<file path="src/rtl/ssm_pkg.sv">
// Constants, types and register layout of the modem mode and carrier register bank.
// Assumes one clock domain and a host that issues one-cycle register strobes.
package ssm_pkg;

	// Register offsets
	localparam logic [6:0] FIFO_PORT_ADDR = 7'h00;
	localparam logic [6:0] OP_MODE_ADDR = 7'h01;
	localparam logic [6:0] RSVD_02_ADDR = 7'h02;
	localparam logic [6:0] RSVD_03_ADDR = 7'h03;
	localparam logic [6:0] RSVD_04_ADDR = 7'h04;
	localparam logic [6:0] RSVD_05_ADDR = 7'h05;
	localparam logic [6:0] FREQ_HIGH_ADDR = 7'h06;
	localparam logic [6:0] FREQ_MID_ADDR = 7'h07;
	localparam logic [6:0] FREQ_LOW_ADDR = 7'h08;
	localparam logic [6:0] PAGE_FIRST_ADDR = 7'h0D;
	localparam logic [6:0] PAGE_LAST_ADDR = 7'h3F;
	localparam logic [6:0] BAND_FIRST_ADDR = 7'h61;
	localparam logic [6:0] BAND_LAST_ADDR = 7'h73;
	localparam int PAGE_DEPTH = 51;
	localparam int BAND_DEPTH = 19;

	// Operating mode field positions
	localparam int FAMILY_BIT = 7;
	localparam int SHARED_BIT = 6;
	localparam int RSVD_HI_BIT = 5;
	localparam int RSVD_LO_BIT = 4;
	localparam int BAND_BIT = 3;
	localparam int STATE_HI_BIT = 2;

	// Reset values
	localparam logic [7:0] OP_MODE_RESET = 8'h09;
	localparam logic [7:0] FREQ_HIGH_RESET = 8'h6C;
	localparam logic [7:0] FREQ_MID_RESET = 8'h80;
	localparam logic [7:0] FREQ_LOW_RESET = 8'h00;
	localparam logic [7:0] BYTE_RESET = 8'h00;

	// Carrier step: crystal times word over two to the nineteenth
	localparam int FREQ_SHIFT = 19;
	localparam real XTAL_MHZ = 32.0;

	// Device state codes, fixed by the register encoding
	typedef enum logic [2:0] {
		ST_SLEEP = 3'h0,
		ST_STANDBY = 3'h1,
		ST_TX_SYNTH = 3'h2,
		ST_TRANSMIT = 3'h3,
		ST_RX_SYNTH = 3'h4,
		ST_RX_CONT = 3'h5,
		ST_RX_SINGLE = 3'h6,
		ST_ACT_DETECT = 3'h7
	} ssm_state_t;

	// Host register request
	typedef struct packed {
		logic [6:0] addr;
		logic [7:0] wdata;
		logic wr;
		logic rd;
	} ssm_req_t;

	// Base-band FIFO port toward the data path
	typedef struct packed {
		logic push;
		logic pop;
		logic clear;
		logic [7:0] wdata;
	} ssm_fifo_t;

endpackage : ssm_pkg

</file>
<file path="src/rtl/ssm_regs.sv">
// Register bank of the spread-spectrum modem: FIFO port, operating mode, carrier word,
// two modem pages and two band banks. Assumes a same-clock host and FIFO data path.
//
// Local design decision: the address-and-strobe port.
`timescale 1ns/1ps

module ssm_regs (
	// Clock and reset
	input wire logic clk,
	input wire logic rst,
	// Host register port
	input ssm_pkg::ssm_req_t bus_req,
	output logic [7:0] bus_rdata,
	// Base-band FIFO
	output ssm_pkg::ssm_fifo_t fifo_ctl,
	input wire logic [7:0] fifo_head,
	// Mode and carrier
	output ssm_pkg::ssm_state_t dev_state,
	output logic modem_family_select,
	output logic band_bank_select,
	output logic mode_trigger,
	output logic freq_trigger,
	output logic [23:0] carrier_word
);

	logic [7:0] op_mode_reg;
	logic [7:0] freq_high_reg;
	logic [7:0] freq_mid_reg;
	logic [7:0] freq_low_reg;
	logic [7:0] rsvd_04_reg;
	logic [7:0] rdata_reg;
	logic [7:0] rdata_next;
	logic fifo_push_reg;
	logic fifo_pop_reg;
	logic fifo_clear_reg;
	logic [7:0] fifo_wdata_reg;
	logic mode_trig_reg;
	logic freq_trig_reg;
	logic [7:0] page_mem [2][ssm_pkg::PAGE_DEPTH];
	logic [7:0] band_mem [2][ssm_pkg::BAND_DEPTH];

	logic asleep;
	logic in_page;
	logic in_band;
	logic page_sel;
	logic [6:0] page_off;
	logic [6:0] band_off;
	logic [5:0] page_idx;
	logic [4:0] band_idx;

	assign asleep = op_mode_reg[ssm_pkg::STATE_HI_BIT:0] == ssm_pkg::ST_SLEEP;
	assign in_page = bus_req.addr >= ssm_pkg::PAGE_FIRST_ADDR
		&& bus_req.addr <= ssm_pkg::PAGE_LAST_ADDR;
	assign in_band = bus_req.addr >= ssm_pkg::BAND_FIRST_ADDR
		&& bus_req.addr <= ssm_pkg::BAND_LAST_ADDR;
	assign page_off = bus_req.addr - ssm_pkg::PAGE_FIRST_ADDR;
	assign band_off = bus_req.addr - ssm_pkg::BAND_FIRST_ADDR;
	assign page_idx = page_off[5:0];
	assign band_idx = band_off[4:0];

	// page routing: 1 is the spread-spectrum page
	assign page_sel = op_mode_reg[ssm_pkg::FAMILY_BIT] & ~op_mode_reg[ssm_pkg::SHARED_BIT];

	// Operating mode register
	always_ff @(posedge clk) begin
		if (rst) begin
			op_mode_reg <= ssm_pkg::OP_MODE_RESET;
		end else if (bus_req.wr && bus_req.addr == ssm_pkg::OP_MODE_ADDR) begin
			if (asleep) begin
				op_mode_reg[ssm_pkg::FAMILY_BIT] <= bus_req.wdata[ssm_pkg::FAMILY_BIT];
			end
			op_mode_reg[ssm_pkg::SHARED_BIT] <= bus_req.wdata[ssm_pkg::SHARED_BIT];
			op_mode_reg[ssm_pkg::BAND_BIT] <= bus_req.wdata[ssm_pkg::BAND_BIT];
			op_mode_reg[ssm_pkg::RSVD_HI_BIT:ssm_pkg::RSVD_LO_BIT] <= 2'h0;
			op_mode_reg[ssm_pkg::STATE_HI_BIT:0] <= bus_req.wdata[ssm_pkg::STATE_HI_BIT:0];
		end
	end

	always_ff @(posedge clk) begin
		if (rst) begin
			mode_trig_reg <= 1'b0;
		end else begin
			mode_trig_reg <= bus_req.wr && bus_req.addr == ssm_pkg::OP_MODE_ADDR;
		end
	end

	always_ff @(posedge clk) begin
		if (rst) begin
			freq_high_reg <= ssm_pkg::FREQ_HIGH_RESET;
			freq_mid_reg <= ssm_pkg::FREQ_MID_RESET;
			freq_low_reg <= ssm_pkg::FREQ_LOW_RESET;
		end else if (bus_req.wr) begin
			if (bus_req.addr == ssm_pkg::FREQ_HIGH_ADDR) begin
				freq_high_reg <= bus_req.wdata;
			end
			if (bus_req.addr == ssm_pkg::FREQ_MID_ADDR) begin
				freq_mid_reg <= bus_req.wdata;
			end
			if (bus_req.addr == ssm_pkg::FREQ_LOW_ADDR) begin
				freq_low_reg <= bus_req.wdata;
			end
		end
	end

	// low byte write retunes; host keeps it to sleep or standby
	always_ff @(posedge clk) begin
		if (rst) begin
			freq_trig_reg <= 1'b0;
		end else begin
			freq_trig_reg <= bus_req.wr && bus_req.addr == ssm_pkg::FREQ_LOW_ADDR;
		end
	end

	always_ff @(posedge clk) begin
		if (rst) begin
			rsvd_04_reg <= ssm_pkg::BYTE_RESET;
		end else if (bus_req.wr && bus_req.addr == ssm_pkg::RSVD_04_ADDR) begin
			rsvd_04_reg <= bus_req.wdata;
		end
	end

	always_ff @(posedge clk) begin
		if (rst) begin
			for (int p = 0; p < 2; p++) begin
				for (int i = 0; i < ssm_pkg::PAGE_DEPTH; i++) begin
					page_mem[p][i] <= ssm_pkg::BYTE_RESET;
				end
			end
		end else if (bus_req.wr && in_page) begin
			page_mem[page_sel][page_idx] <= bus_req.wdata;
		end
	end

	always_ff @(posedge clk) begin
		if (rst) begin
			for (int b = 0; b < 2; b++) begin
				for (int i = 0; i < ssm_pkg::BAND_DEPTH; i++) begin
					band_mem[b][i] <= ssm_pkg::BYTE_RESET;
				end
			end
		end else if (bus_req.wr && in_band) begin
			band_mem[op_mode_reg[ssm_pkg::BAND_BIT]][band_idx] <= bus_req.wdata;
		end
	end

	// FIFO port, closed and cleared in sleep
	always_ff @(posedge clk) begin
		if (rst) begin
			fifo_push_reg <= 1'b0;
			fifo_pop_reg <= 1'b0;
			fifo_clear_reg <= 1'b0;
			fifo_wdata_reg <= ssm_pkg::BYTE_RESET;
		end else begin
			fifo_push_reg <= bus_req.wr && bus_req.addr == ssm_pkg::FIFO_PORT_ADDR && !asleep;
			fifo_pop_reg <= bus_req.rd && bus_req.addr == ssm_pkg::FIFO_PORT_ADDR && !asleep;
			fifo_clear_reg <= asleep;
			if (bus_req.wr && bus_req.addr == ssm_pkg::FIFO_PORT_ADDR) begin
				fifo_wdata_reg <= bus_req.wdata;
			end
		end
	end

	// Read multiplexer; unmapped and reserved 02, 03, 05 read zero, reserved 04 reads its written byte
	always_comb begin
		rdata_next = ssm_pkg::BYTE_RESET;
		if (in_page) begin
			rdata_next = page_mem[page_sel][page_idx];
		end else if (in_band) begin
			rdata_next = band_mem[op_mode_reg[ssm_pkg::BAND_BIT]][band_idx];
		end else begin
			unique case (bus_req.addr)
				ssm_pkg::FIFO_PORT_ADDR: begin
					rdata_next = asleep ? ssm_pkg::BYTE_RESET : fifo_head;
				end
				ssm_pkg::OP_MODE_ADDR: rdata_next = op_mode_reg;
				ssm_pkg::RSVD_04_ADDR: rdata_next = rsvd_04_reg;
				ssm_pkg::FREQ_HIGH_ADDR: rdata_next = freq_high_reg;
				ssm_pkg::FREQ_MID_ADDR: rdata_next = freq_mid_reg;
				ssm_pkg::FREQ_LOW_ADDR: rdata_next = freq_low_reg;
				default: rdata_next = ssm_pkg::BYTE_RESET;
			endcase
		end
	end

	always_ff @(posedge clk) begin
		if (rst) begin
			rdata_reg <= ssm_pkg::BYTE_RESET;
		end else if (bus_req.rd) begin
			rdata_reg <= rdata_next;
		end else begin
			rdata_reg <= ssm_pkg::BYTE_RESET;
		end
	end

	// Outputs
	assign bus_rdata = rdata_reg;
	assign fifo_ctl = '{push: fifo_push_reg, pop: fifo_pop_reg, clear: fifo_clear_reg,
		wdata: fifo_wdata_reg};
	assign dev_state = ssm_pkg::ssm_state_t'(op_mode_reg[ssm_pkg::STATE_HI_BIT:0]);
	assign modem_family_select = op_mode_reg[ssm_pkg::FAMILY_BIT];
	assign band_bank_select = op_mode_reg[ssm_pkg::BAND_BIT];
	assign mode_trigger = mode_trig_reg;
	assign freq_trigger = freq_trig_reg;
	// word scaled downstream by crystal over two to the nineteenth
	assign carrier_word = {freq_high_reg, freq_mid_reg, freq_low_reg};

	// Checks

	a_family_locked: assert property (
		@(posedge clk) disable iff (rst)
		bus_req.wr && bus_req.addr == ssm_pkg::OP_MODE_ADDR && !asleep
		|=> $stable(modem_family_select))
		else $error("modem family changed outside sleep");

	a_fifo_closed: assert property (
		@(posedge clk) disable iff (rst)
		asleep && bus_req.addr == ssm_pkg::FIFO_PORT_ADDR && (bus_req.wr || bus_req.rd)
		|=> !fifo_ctl.push && !fifo_ctl.pop && fifo_ctl.clear && bus_rdata == 8'h00)
		else $error("fifo port reachable in sleep");

	a_fifo_push_data: assert property (
		@(posedge clk) disable iff (rst)
		bus_req.wr && bus_req.addr == ssm_pkg::FIFO_PORT_ADDR && !asleep
		|=> (fifo_ctl.push && fifo_ctl.wdata == $past(bus_req.wdata))
			##1 (!fifo_ctl.push
			|| $past(bus_req.wr && bus_req.addr == ssm_pkg::FIFO_PORT_ADDR)))
		else $error("fifo push missing or wrong");

	a_rsvd_zero: assert property (
		@(posedge clk) disable iff (rst)
		op_mode_reg[ssm_pkg::RSVD_HI_BIT:ssm_pkg::RSVD_LO_BIT] == 2'h0)
		else $error("reserved mode bits not zero");

	a_mode_trigger: assert property (
		@(posedge clk) disable iff (rst)
		bus_req.wr && bus_req.addr == ssm_pkg::OP_MODE_ADDR
		|=> mode_trigger && dev_state == $past(bus_req.wdata[2:0])
			&& band_bank_select == $past(bus_req.wdata[ssm_pkg::BAND_BIT]))
		else $error("state write not applied or not triggered");

	a_freq_trigger: assert property (
		@(posedge clk) disable iff (rst)
		bus_req.wr && bus_req.addr == ssm_pkg::FREQ_LOW_ADDR
		|=> freq_trigger && carrier_word[7:0] == $past(bus_req.wdata)
			&& carrier_word[23:8] == $past(carrier_word[23:8]))
		else $error("low carrier byte write not triggered");

	a_no_spurious_trig: assert property (
		@(posedge clk) disable iff (rst)
		freq_trigger |-> $past(bus_req.wr) && $past(bus_req.addr) == ssm_pkg::FREQ_LOW_ADDR)
		else $error("carrier trigger without low byte write");

	a_page_route: assert property (
		@(posedge clk) disable iff (rst)
		bus_req.rd && in_page
		|=> bus_rdata == $past(page_mem[page_sel][page_idx]))
		else $error("page read from wrong page");

	a_rsvd_read: assert property (
		@(posedge clk) disable iff (rst)
		bus_req.rd && (bus_req.addr == ssm_pkg::RSVD_02_ADDR
			|| bus_req.addr == ssm_pkg::RSVD_03_ADDR || bus_req.addr == ssm_pkg::RSVD_05_ADDR)
		|=> bus_rdata == 8'h00)
		else $error("reserved address read nonzero");

	a_band_keep: assert property (
		@(posedge clk) disable iff (rst)
		bus_req.wr && in_band
		|=> band_mem[!band_bank_select][$past(band_idx)]
			== $past(band_mem[!band_bank_select][band_idx]))
		else $error("band write leaked into other bank");

	a_family_sleep_only: assert property (
		@(posedge clk) disable iff (rst)
		$changed(modem_family_select)
		|-> $past(asleep && bus_req.wr && bus_req.addr == ssm_pkg::OP_MODE_ADDR))
		else $error("modem family changed without a write in sleep");

	a_state_write_only: assert property (
		@(posedge clk) disable iff (rst)
		$changed(dev_state) |-> $past(bus_req.wr && bus_req.addr == ssm_pkg::OP_MODE_ADDR))
		else $error("device state changed without a mode write");

	a_mode_trig_cause: assert property (
		@(posedge clk) disable iff (rst)
		mode_trigger |-> $past(bus_req.wr && bus_req.addr == ssm_pkg::OP_MODE_ADDR))
		else $error("mode trigger without mode write");

	a_carrier_write_only: assert property (
		@(posedge clk) disable iff (rst)
		$changed(carrier_word)
		|-> $past(bus_req.wr && (bus_req.addr == ssm_pkg::FREQ_HIGH_ADDR
			|| bus_req.addr == ssm_pkg::FREQ_MID_ADDR
			|| bus_req.addr == ssm_pkg::FREQ_LOW_ADDR)))
		else $error("carrier word changed without a carrier write");

	a_carrier_high_read: assert property (
		@(posedge clk) disable iff (rst)
		bus_req.rd && bus_req.addr == ssm_pkg::FREQ_HIGH_ADDR
		|=> bus_rdata == $past(carrier_word[23:16]))
		else $error("high carrier byte read wrong");

	a_carrier_mid_read: assert property (
		@(posedge clk) disable iff (rst)
		bus_req.rd && bus_req.addr == ssm_pkg::FREQ_MID_ADDR
		|=> bus_rdata == $past(carrier_word[15:8]))
		else $error("middle carrier byte read wrong");

	a_carrier_low_read: assert property (
		@(posedge clk) disable iff (rst)
		bus_req.rd && bus_req.addr == ssm_pkg::FREQ_LOW_ADDR
		|=> bus_rdata == $past(carrier_word[7:0]))
		else $error("low carrier byte read wrong");

	a_mode_read_fields: assert property (
		@(posedge clk) disable iff (rst)
		bus_req.rd && bus_req.addr == ssm_pkg::OP_MODE_ADDR
		|=> bus_rdata[ssm_pkg::RSVD_HI_BIT:ssm_pkg::RSVD_LO_BIT] == 2'h0
			&& bus_rdata[ssm_pkg::STATE_HI_BIT:0] == $past(dev_state)
			&& bus_rdata[ssm_pkg::FAMILY_BIT] == $past(modem_family_select)
			&& bus_rdata[ssm_pkg::BAND_BIT] == $past(band_bank_select))
		else $error("mode register read wrong");

	a_fifo_pop_data: assert property (
		@(posedge clk) disable iff (rst)
		bus_req.rd && bus_req.addr == ssm_pkg::FIFO_PORT_ADDR && !asleep
		|=> fifo_ctl.pop && bus_rdata == $past(fifo_head))
		else $error("fifo pop missing or wrong data");

	a_fifo_clear_sleep: assert property (
		@(posedge clk) disable iff (rst)
		dev_state == ssm_pkg::ST_SLEEP |=> fifo_ctl.clear)
		else $error("fifo not cleared in sleep");

	a_band_route: assert property (
		@(posedge clk) disable iff (rst)
		bus_req.rd && in_band
		|=> bus_rdata == $past(band_mem[band_bank_select][band_idx]))
		else $error("band read from wrong bank");

endmodule : ssm_regs

</file>
<file path="config.mk">
export PLATFORM = sky130hd
export DESIGN_NAME = ssm_regs
export DESIGN_NICKNAME = d
export VERILOG_FILES = /design/src/rtl/ssm_pkg.sv /design/src/rtl/ssm_regs.sv
export SDC_FILE = /design/constraint.sdc
export NUM_CORES = 2
export LEC_CHECK = 0
export ABC_CLOCK_PERIOD_IN_PS = 6520
export BUFFER_PORTS_ARGS = -buffer_cell sky130_fd_sc_hd__buf_2
export CORE_ASPECT_RATIO = 1.5
export CORE_MARGIN = 2
export CORE_UTILIZATION = 28
export CTS_CLUSTER_DIAMETER = 80
export DETAILED_ROUTE_END_ITERATION = 10
export HOLD_SLACK_MARGIN = 0.03
export PLACE_DENSITY = 0.47
export SLEW_MARGIN = 20
export SYNTH_ARGS = -nofsm -noshare
export SYNTH_HDL_FRONTEND = slang
export SYNTH_SLANG_ARGS = --single-unit
</file>
<file path="constraint.sdc">
create_clock -name clk -period 6.52 [get_ports clk]
set_clock_uncertainty 0.15 [all_clocks]
set_input_delay 0.978 -clock clk [delete_from_list [all_inputs] [get_ports clk]]
set_output_delay 0.978 -clock clk [all_outputs]
set_load 0.05 [all_outputs]
</file>
## After elaboration in Yosys (flattened, before gate mapping)

Memories as Yosys holds them, arrays and structs flattened. A register that Yosys moved wholly into a read port is not among the register bits.
Cells that the tools add are included.

- Register bits: 59
- Latch bits: 0
- Bits in writable memories: 1120
- Memory bits (read-only): 0
- Input port bits: 27
- Output and inout bits: 50
- Logic and storage cells: 88
- Memories: 2

- Add/subtract/negate cells: 2
- Multipliers: 0
- Divide/modulo/power cells: 0
- Magnitude comparators: 8
- Equality and inequality tests: 5
- Shifts and indexed selects: 0
- Muxes and demuxes: 30
- Bitwise gates (word level): 5
- Reduce and logical (&&, ||, !) cells: 23

Memory list:

| name | words | width | read ports | clocked after memory_dff | write ports | line | text |
|---|---|---|---|---|---|---|---|
| page_mem | 2 | 408 | 1 | 0 | 2 | ssm_regs.sv:39 | `logic [7:0] page_mem [2][ssm_pkg::PAGE_DEPTH];` |
| band_mem | 2 | 152 | 1 | 1 | 2 | ssm_regs.sv:40 | `logic [7:0] band_mem [2][ssm_pkg::BAND_DEPTH];` |

Operators by type and width:

| operator | count |
|---|---|
| $mux W408 | 3 |
| $mux W152 | 3 |
| $reduce_or A408 Y1 | 1 |
| $reduce_or A152 Y1 | 1 |
| $mux W8 | 9 |
| $bmux W8 S6 | 1 |
| $demux W8 S6 | 1 |
| $pmux W8 S6 | 1 |
| $bmux W8 S5 | 1 |
| $demux W8 S5 | 1 |
| $eq A7 B3 Y1 const B | 3 |
| $ge A7 B7 Y1 const B | 2 |
| $logic_and A1 B1 Y1 | 13 |
| $mux W1 | 10 |
| $reduce_and A2 Y1 | 4 |
| $eq A7 B1 Y1 const B | 1 |
| $eq A7 B4 Y1 const B | 1 |
| $ge A7 B4 Y1 const B | 1 |
| $le A7 B6 Y1 const B | 1 |
| $le A7 B7 Y1 const B | 1 |
| $logic_not A7 Y1 | 1 |
| $lt A7 B1 Y1 const B | 1 |
| $not A6 Y7 | 1 |
| $ge A6 B6 Y1 const B | 1 |
| 9 further kinds | 10 |

## Depth between registers and ports, before layout

- Depth in word-level cells: 9
- Gate-level depth with buffers: 18
- Mapped depth without buffers: 9

## Worst setup path before layout

Ideal clock, no wire load.

- Kind: in2reg
- From: input port bus_req[10] (netlist name)
- To: memory page_mem[1][0] (netlist name), data pin
- Library setup time: 0.610 ns
- Arrival time: 5.918 ns
- Data required time: 5.760 ns
- Setup slack: -0.158 ns
- Stages: 16
- Buffers on the path: 7
- Cells stage by stage: buf_2 -> buf_6 -> buf_4 -> buf_2 -> clkinv_1 -> buf_1 -> ha_1 -> buf_4 -> clkbuf_1 -> nor4bb_1 -> o21a_1 -> o221ai_1 -> a221oi_1 -> a311o_1 -> nor4_2 -> a211oi_1

RTL lines:

| what | line | text |
|---|---|---|
| start: declaration | ssm_regs.sv:12 | `input ssm_pkg::ssm_req_t bus_req,` |
| end: declaration | ssm_regs.sv:39 |  |

==> results.md <==
* EDFF count, synth at 1120
* GP Congestion at between 0.9 and 1
* WP data required at between 6 and 7 ns
* H-tree depth at 3
* Share of cells above drive strength 1 at between 20% and 30%
* Final Instance Area at 0.0592 mm^2
* # DRC at 0
* Root Buffer: clkbuf_16
* WL met3 at around 11000 um
* Fin Hold WS at around 0.33 ns
* Worst setup EP type: register
* Largest register FFs at 816
* Most used DFF post-synth: edfxtp_1
* Drt first pass iters at 9
* M1 WL at roughly 73000 um
* Worst slew pin tran at 1.20 ns
* Hold buffers post-CTS at 0
* Worst Hold Class: reg2reg
* Post-CTS setup buffers at 0
* CP arrival at between 5 and 6 ns
* Fmax at a little over 200 MHz
* Vias per cell at between 5 and 6
* Crit path top cell by count: buf_4
* Max IR drop VDD at 0.204 mV
* Drt first-iter violations at ~3.8k
* Syn. warnings at 0
* Max stage delay on crit path at 0.79 ns
* Most instantiated library cell after synthesis: edfxtp_1
* Crit path launch type: primary input
* Final Critical Period at 4.97 ns
* Syn avg cell area at 14.5 um^2
* Mapped Cells at roughly 3.5k
* Leakage power at 19.0 nW
* Max_cap viols at 0
* Worst r2r dst: bus_rdata[4]$_SDFF_PP0_
* Synthesized flop and latch total at ~1.2k
* Synthesized Nets at between 3k and 4k
* Routed wl met2 at between 100000 and 150000 um
* Crit path kind: in2reg
* Cell Area, Placed at between 0.05 and 0.06 mm^2
* Clock Sinks at roughly 1.2k
* Hold Violations, Final at 0
* Worst-path cell chain: buf_2 > inv_1 > ha_1 > buf_4 > nor3b_1 > o21a_1 > a22o_1 > a22oi_1 > nand4_1 > nor4_4 > a211oi_4 > buf_4
* Global-route usage over all layers at between 20 and 25%
* Critical R2R Launch: op_mode_reg[7]$_SDFFE_PP0P_
* First-pass GRT wire length at between 200000 and 300000 um
* Highest Signal Layer: met4
* Worst hold path startpoint: freq_low_reg[1]$_SDFFE_PP0P_
* Hold Crit Endpoint: freq_low_reg[1]$_SDFFE_PP0P_
* Worst-path clk slew at 0.06 ns
* Routed Antenna Nets at 0
* Reg-to-reg setup timing slack at between 1.5 and 2 ns
* Nets at approximately 3.7k
* CTS tree: built
* CTS Buf Count at between 100 and 150
* Gr ovfl total at 0
* IO Count at 77
* Clk buf depth at 3
* Synth area leaders: edfxtp_1 (66%), mux4_2 (9.6%), nor2_1 (4.1%)
* Reg2reg path depth at 10
* Synth area leader: edfxtp_1
* Period utilization at 76.2%
* Unrepaired setup endpoints after global routing: no
* Initial antenna violation count at 8
* Rows at 191
* Top post-synthesis cells by count: edfxtp_1 (1120), nor2_1 (554), nand2_1 (301)
* Die Y at between 500 and 600 um
* Crit-path max FO at 38
* Worst slew margin at between 20% and 30%
* Via count at around 33k
* Bufs and invs on worst path at 4
* Routed len/inst at between 30 and 40 um
* Die W at around 350 um
* Die Area at ~0.18 mm^2
* Biggest regs: page_mem (816), band_mem (304)
* Setup violators final at 0
* Sequential area share after synthesis at 68.6%
* Synthesized area at between 0.05 and 0.06 mm^2
* Critical-path top delay cell: a211oi_4
* Layout overhead on the synthesized area at 16.5%
* Initial Util at between 20% and 30%
* Pwr Density at 289 mW/mm^2
* Reg with most FFs: page_mem
* Hold path cells at 2
* Asr flop ratio synth at 0%
* Largest net degree at the start of global routing at between 60 and 70
* Cell family with the largest share of critical-path delay: compound AO/OA/AOI/OAI gates
* Worst-skew pair later-pin latency at around 0.79 ns
* Post-synth top area share at approximately 66%
* WL final at 210000 um
* Status: finished clean
* Post-CTS sizing at 0
* Max-slew violations at 0
* Core Footprint at between 0.15 and 0.2 mm^2
* Library cells used by synthesis at just under 90
* DP HPWL at between 100000 and 150000 um
* PortBufs at between 70 and 80
* Vias in the first global route at ~33k
-- power breakdown --
group	switching [W]	internal, W	leakage (nW)
Combinational	0.00101	0.000415	5.80
Sequential	0.000119	0.00865	11.4
Clock	0.00305	0.00388	1.86
-- cells in the final DEF (no fill, tap or decap), types with 13 or more instances in the layout --
| master | synthesis | routed |
|---|---|---|
| nand3_1 | 52 | 52 |
| nor2_1 | 554 | 537 |
| edfxtp_1 | 1120 | 1120 |
| clkbuf_1 | 153 | 20 |
| buf_4 | 26 | 269 |
| a211oi_1 | 29 | 21 |
| clkinv_1 | 6 | 33 |
| o21ai_0 | 156 | 152 |
| o211ai_1 | 13 | 13 |
| nor3_1 | 151 | 151 |
| buf_2 | 60 | 75 |
| clkinv_2 | 0 | 20 |
| nand2_1 | 301 | 295 |
| a21oi_1 | 136 | 135 |
| dfxtp_1 | 60 | 59 |
| mux2i_1 | 121 | 121 |
| a222oi_1 | 14 | 14 |
| o22ai_1 | 49 | 49 |
| mux4_2 | 217 | 217 |
| clkbuf_16 | 0 | 118 |
| bufinv_16 | 0 | 14 |
| and3_1 | 13 | 13 |
| nor2_2 | 1 | 18 |
| inv_1 | 15 | 13 |
-- layer usage --
layer / global-route usage, % / vias up
met1: 24.7 / 17400
met3: 2.57 / 498
met4: 19.3 / 0
li1: - / 13800
met5: 0 / -
met2: 38.7 / 1504
-- metrics by stage --
stage	setup slack [ns]	power (W)	TNS, ns	utilization (%)	cells
floorplan	-0.158	0.00955	-63.27	-	3493
finish	1.55	0.0171	0	32.8	6218
CTS	1.58	0.0172	0	32.8	6210
detailed placement	0.790	0.0103	0	30.6	5993
global placement	0.786	0.0103	0	30.6	5993
global route	1.25	0.0175	0	32.8	6213
-- area by class of cell --
cell class                      instances  area [um^2]
Fill cell                           17700       121000
Tap cell                             2412         3020
Clock inverter                         79          825
Clock buffer                          138         3030
Multi-Input combinational cell       2025        14700
Inverter                               21         81.3
Antenna cell                            7         17.5
Timing Repair Buffer                  356         2620
Sequential cell                      1180        34800
-- worst max-delay path by stage --
stage                startpoint                    endpoint  slack, ns  cells past startpoint
floorplan           bus_req[10]    page_mem[1][0]$_DFFE_PP_      -0.16                     16
detailed placement  bus_req[11]  page_mem[1][273]$_DFFE_PP_       0.79                     12
CTS                 bus_req[11]  page_mem[1][343]$_DFFE_PP_       1.58                     12
global route        bus_req[11]  page_mem[1][343]$_DFFE_PP_       1.25                     12
global placement    bus_req[11]  page_mem[1][273]$_DFFE_PP_       0.79                     12
finish              bus_req[11]  page_mem[1][391]$_DFFE_PP_       1.55                     12
-- logic make-up (layout without fill, tap and decap cells) --
| group | Yosys count | after routing | synth area share [%] |
|---|---|---|---|
| AO/OA/AOI/OAI | 530 | 530 | 6.57 |
| flip-flops | 1180 | 1180 | 68.6 |
| XOR/XNOR | 7 | 7 | 0.136 |
| buffers and inverters | 288 | 594 | 2.91 |
| multiplexers | 350 | 350 | 12.3 |
| other | 0 | 7 | 0 |
| AND/OR/NAND/NOR | 1133 | 1133 | 9.36 |
| adder cells (fa/ha/maj) | 5 | 5 | 0.123 |
-- worst reg2reg max path: stages (launching register included) --
cell	delay, ns
dfxtp_1	0.31
buf_4	0.21
nor2b_4	0.77
buf_4	0.39
buf_4	0.39
mux4_2	0.71
mux2_2	0.31
a2111oi_0	0.48
o22ai_1	0.14
a31oi_1	0.40
a211oi_1	0.23
No activity file was read; power rests on OpenSTA's default activity.
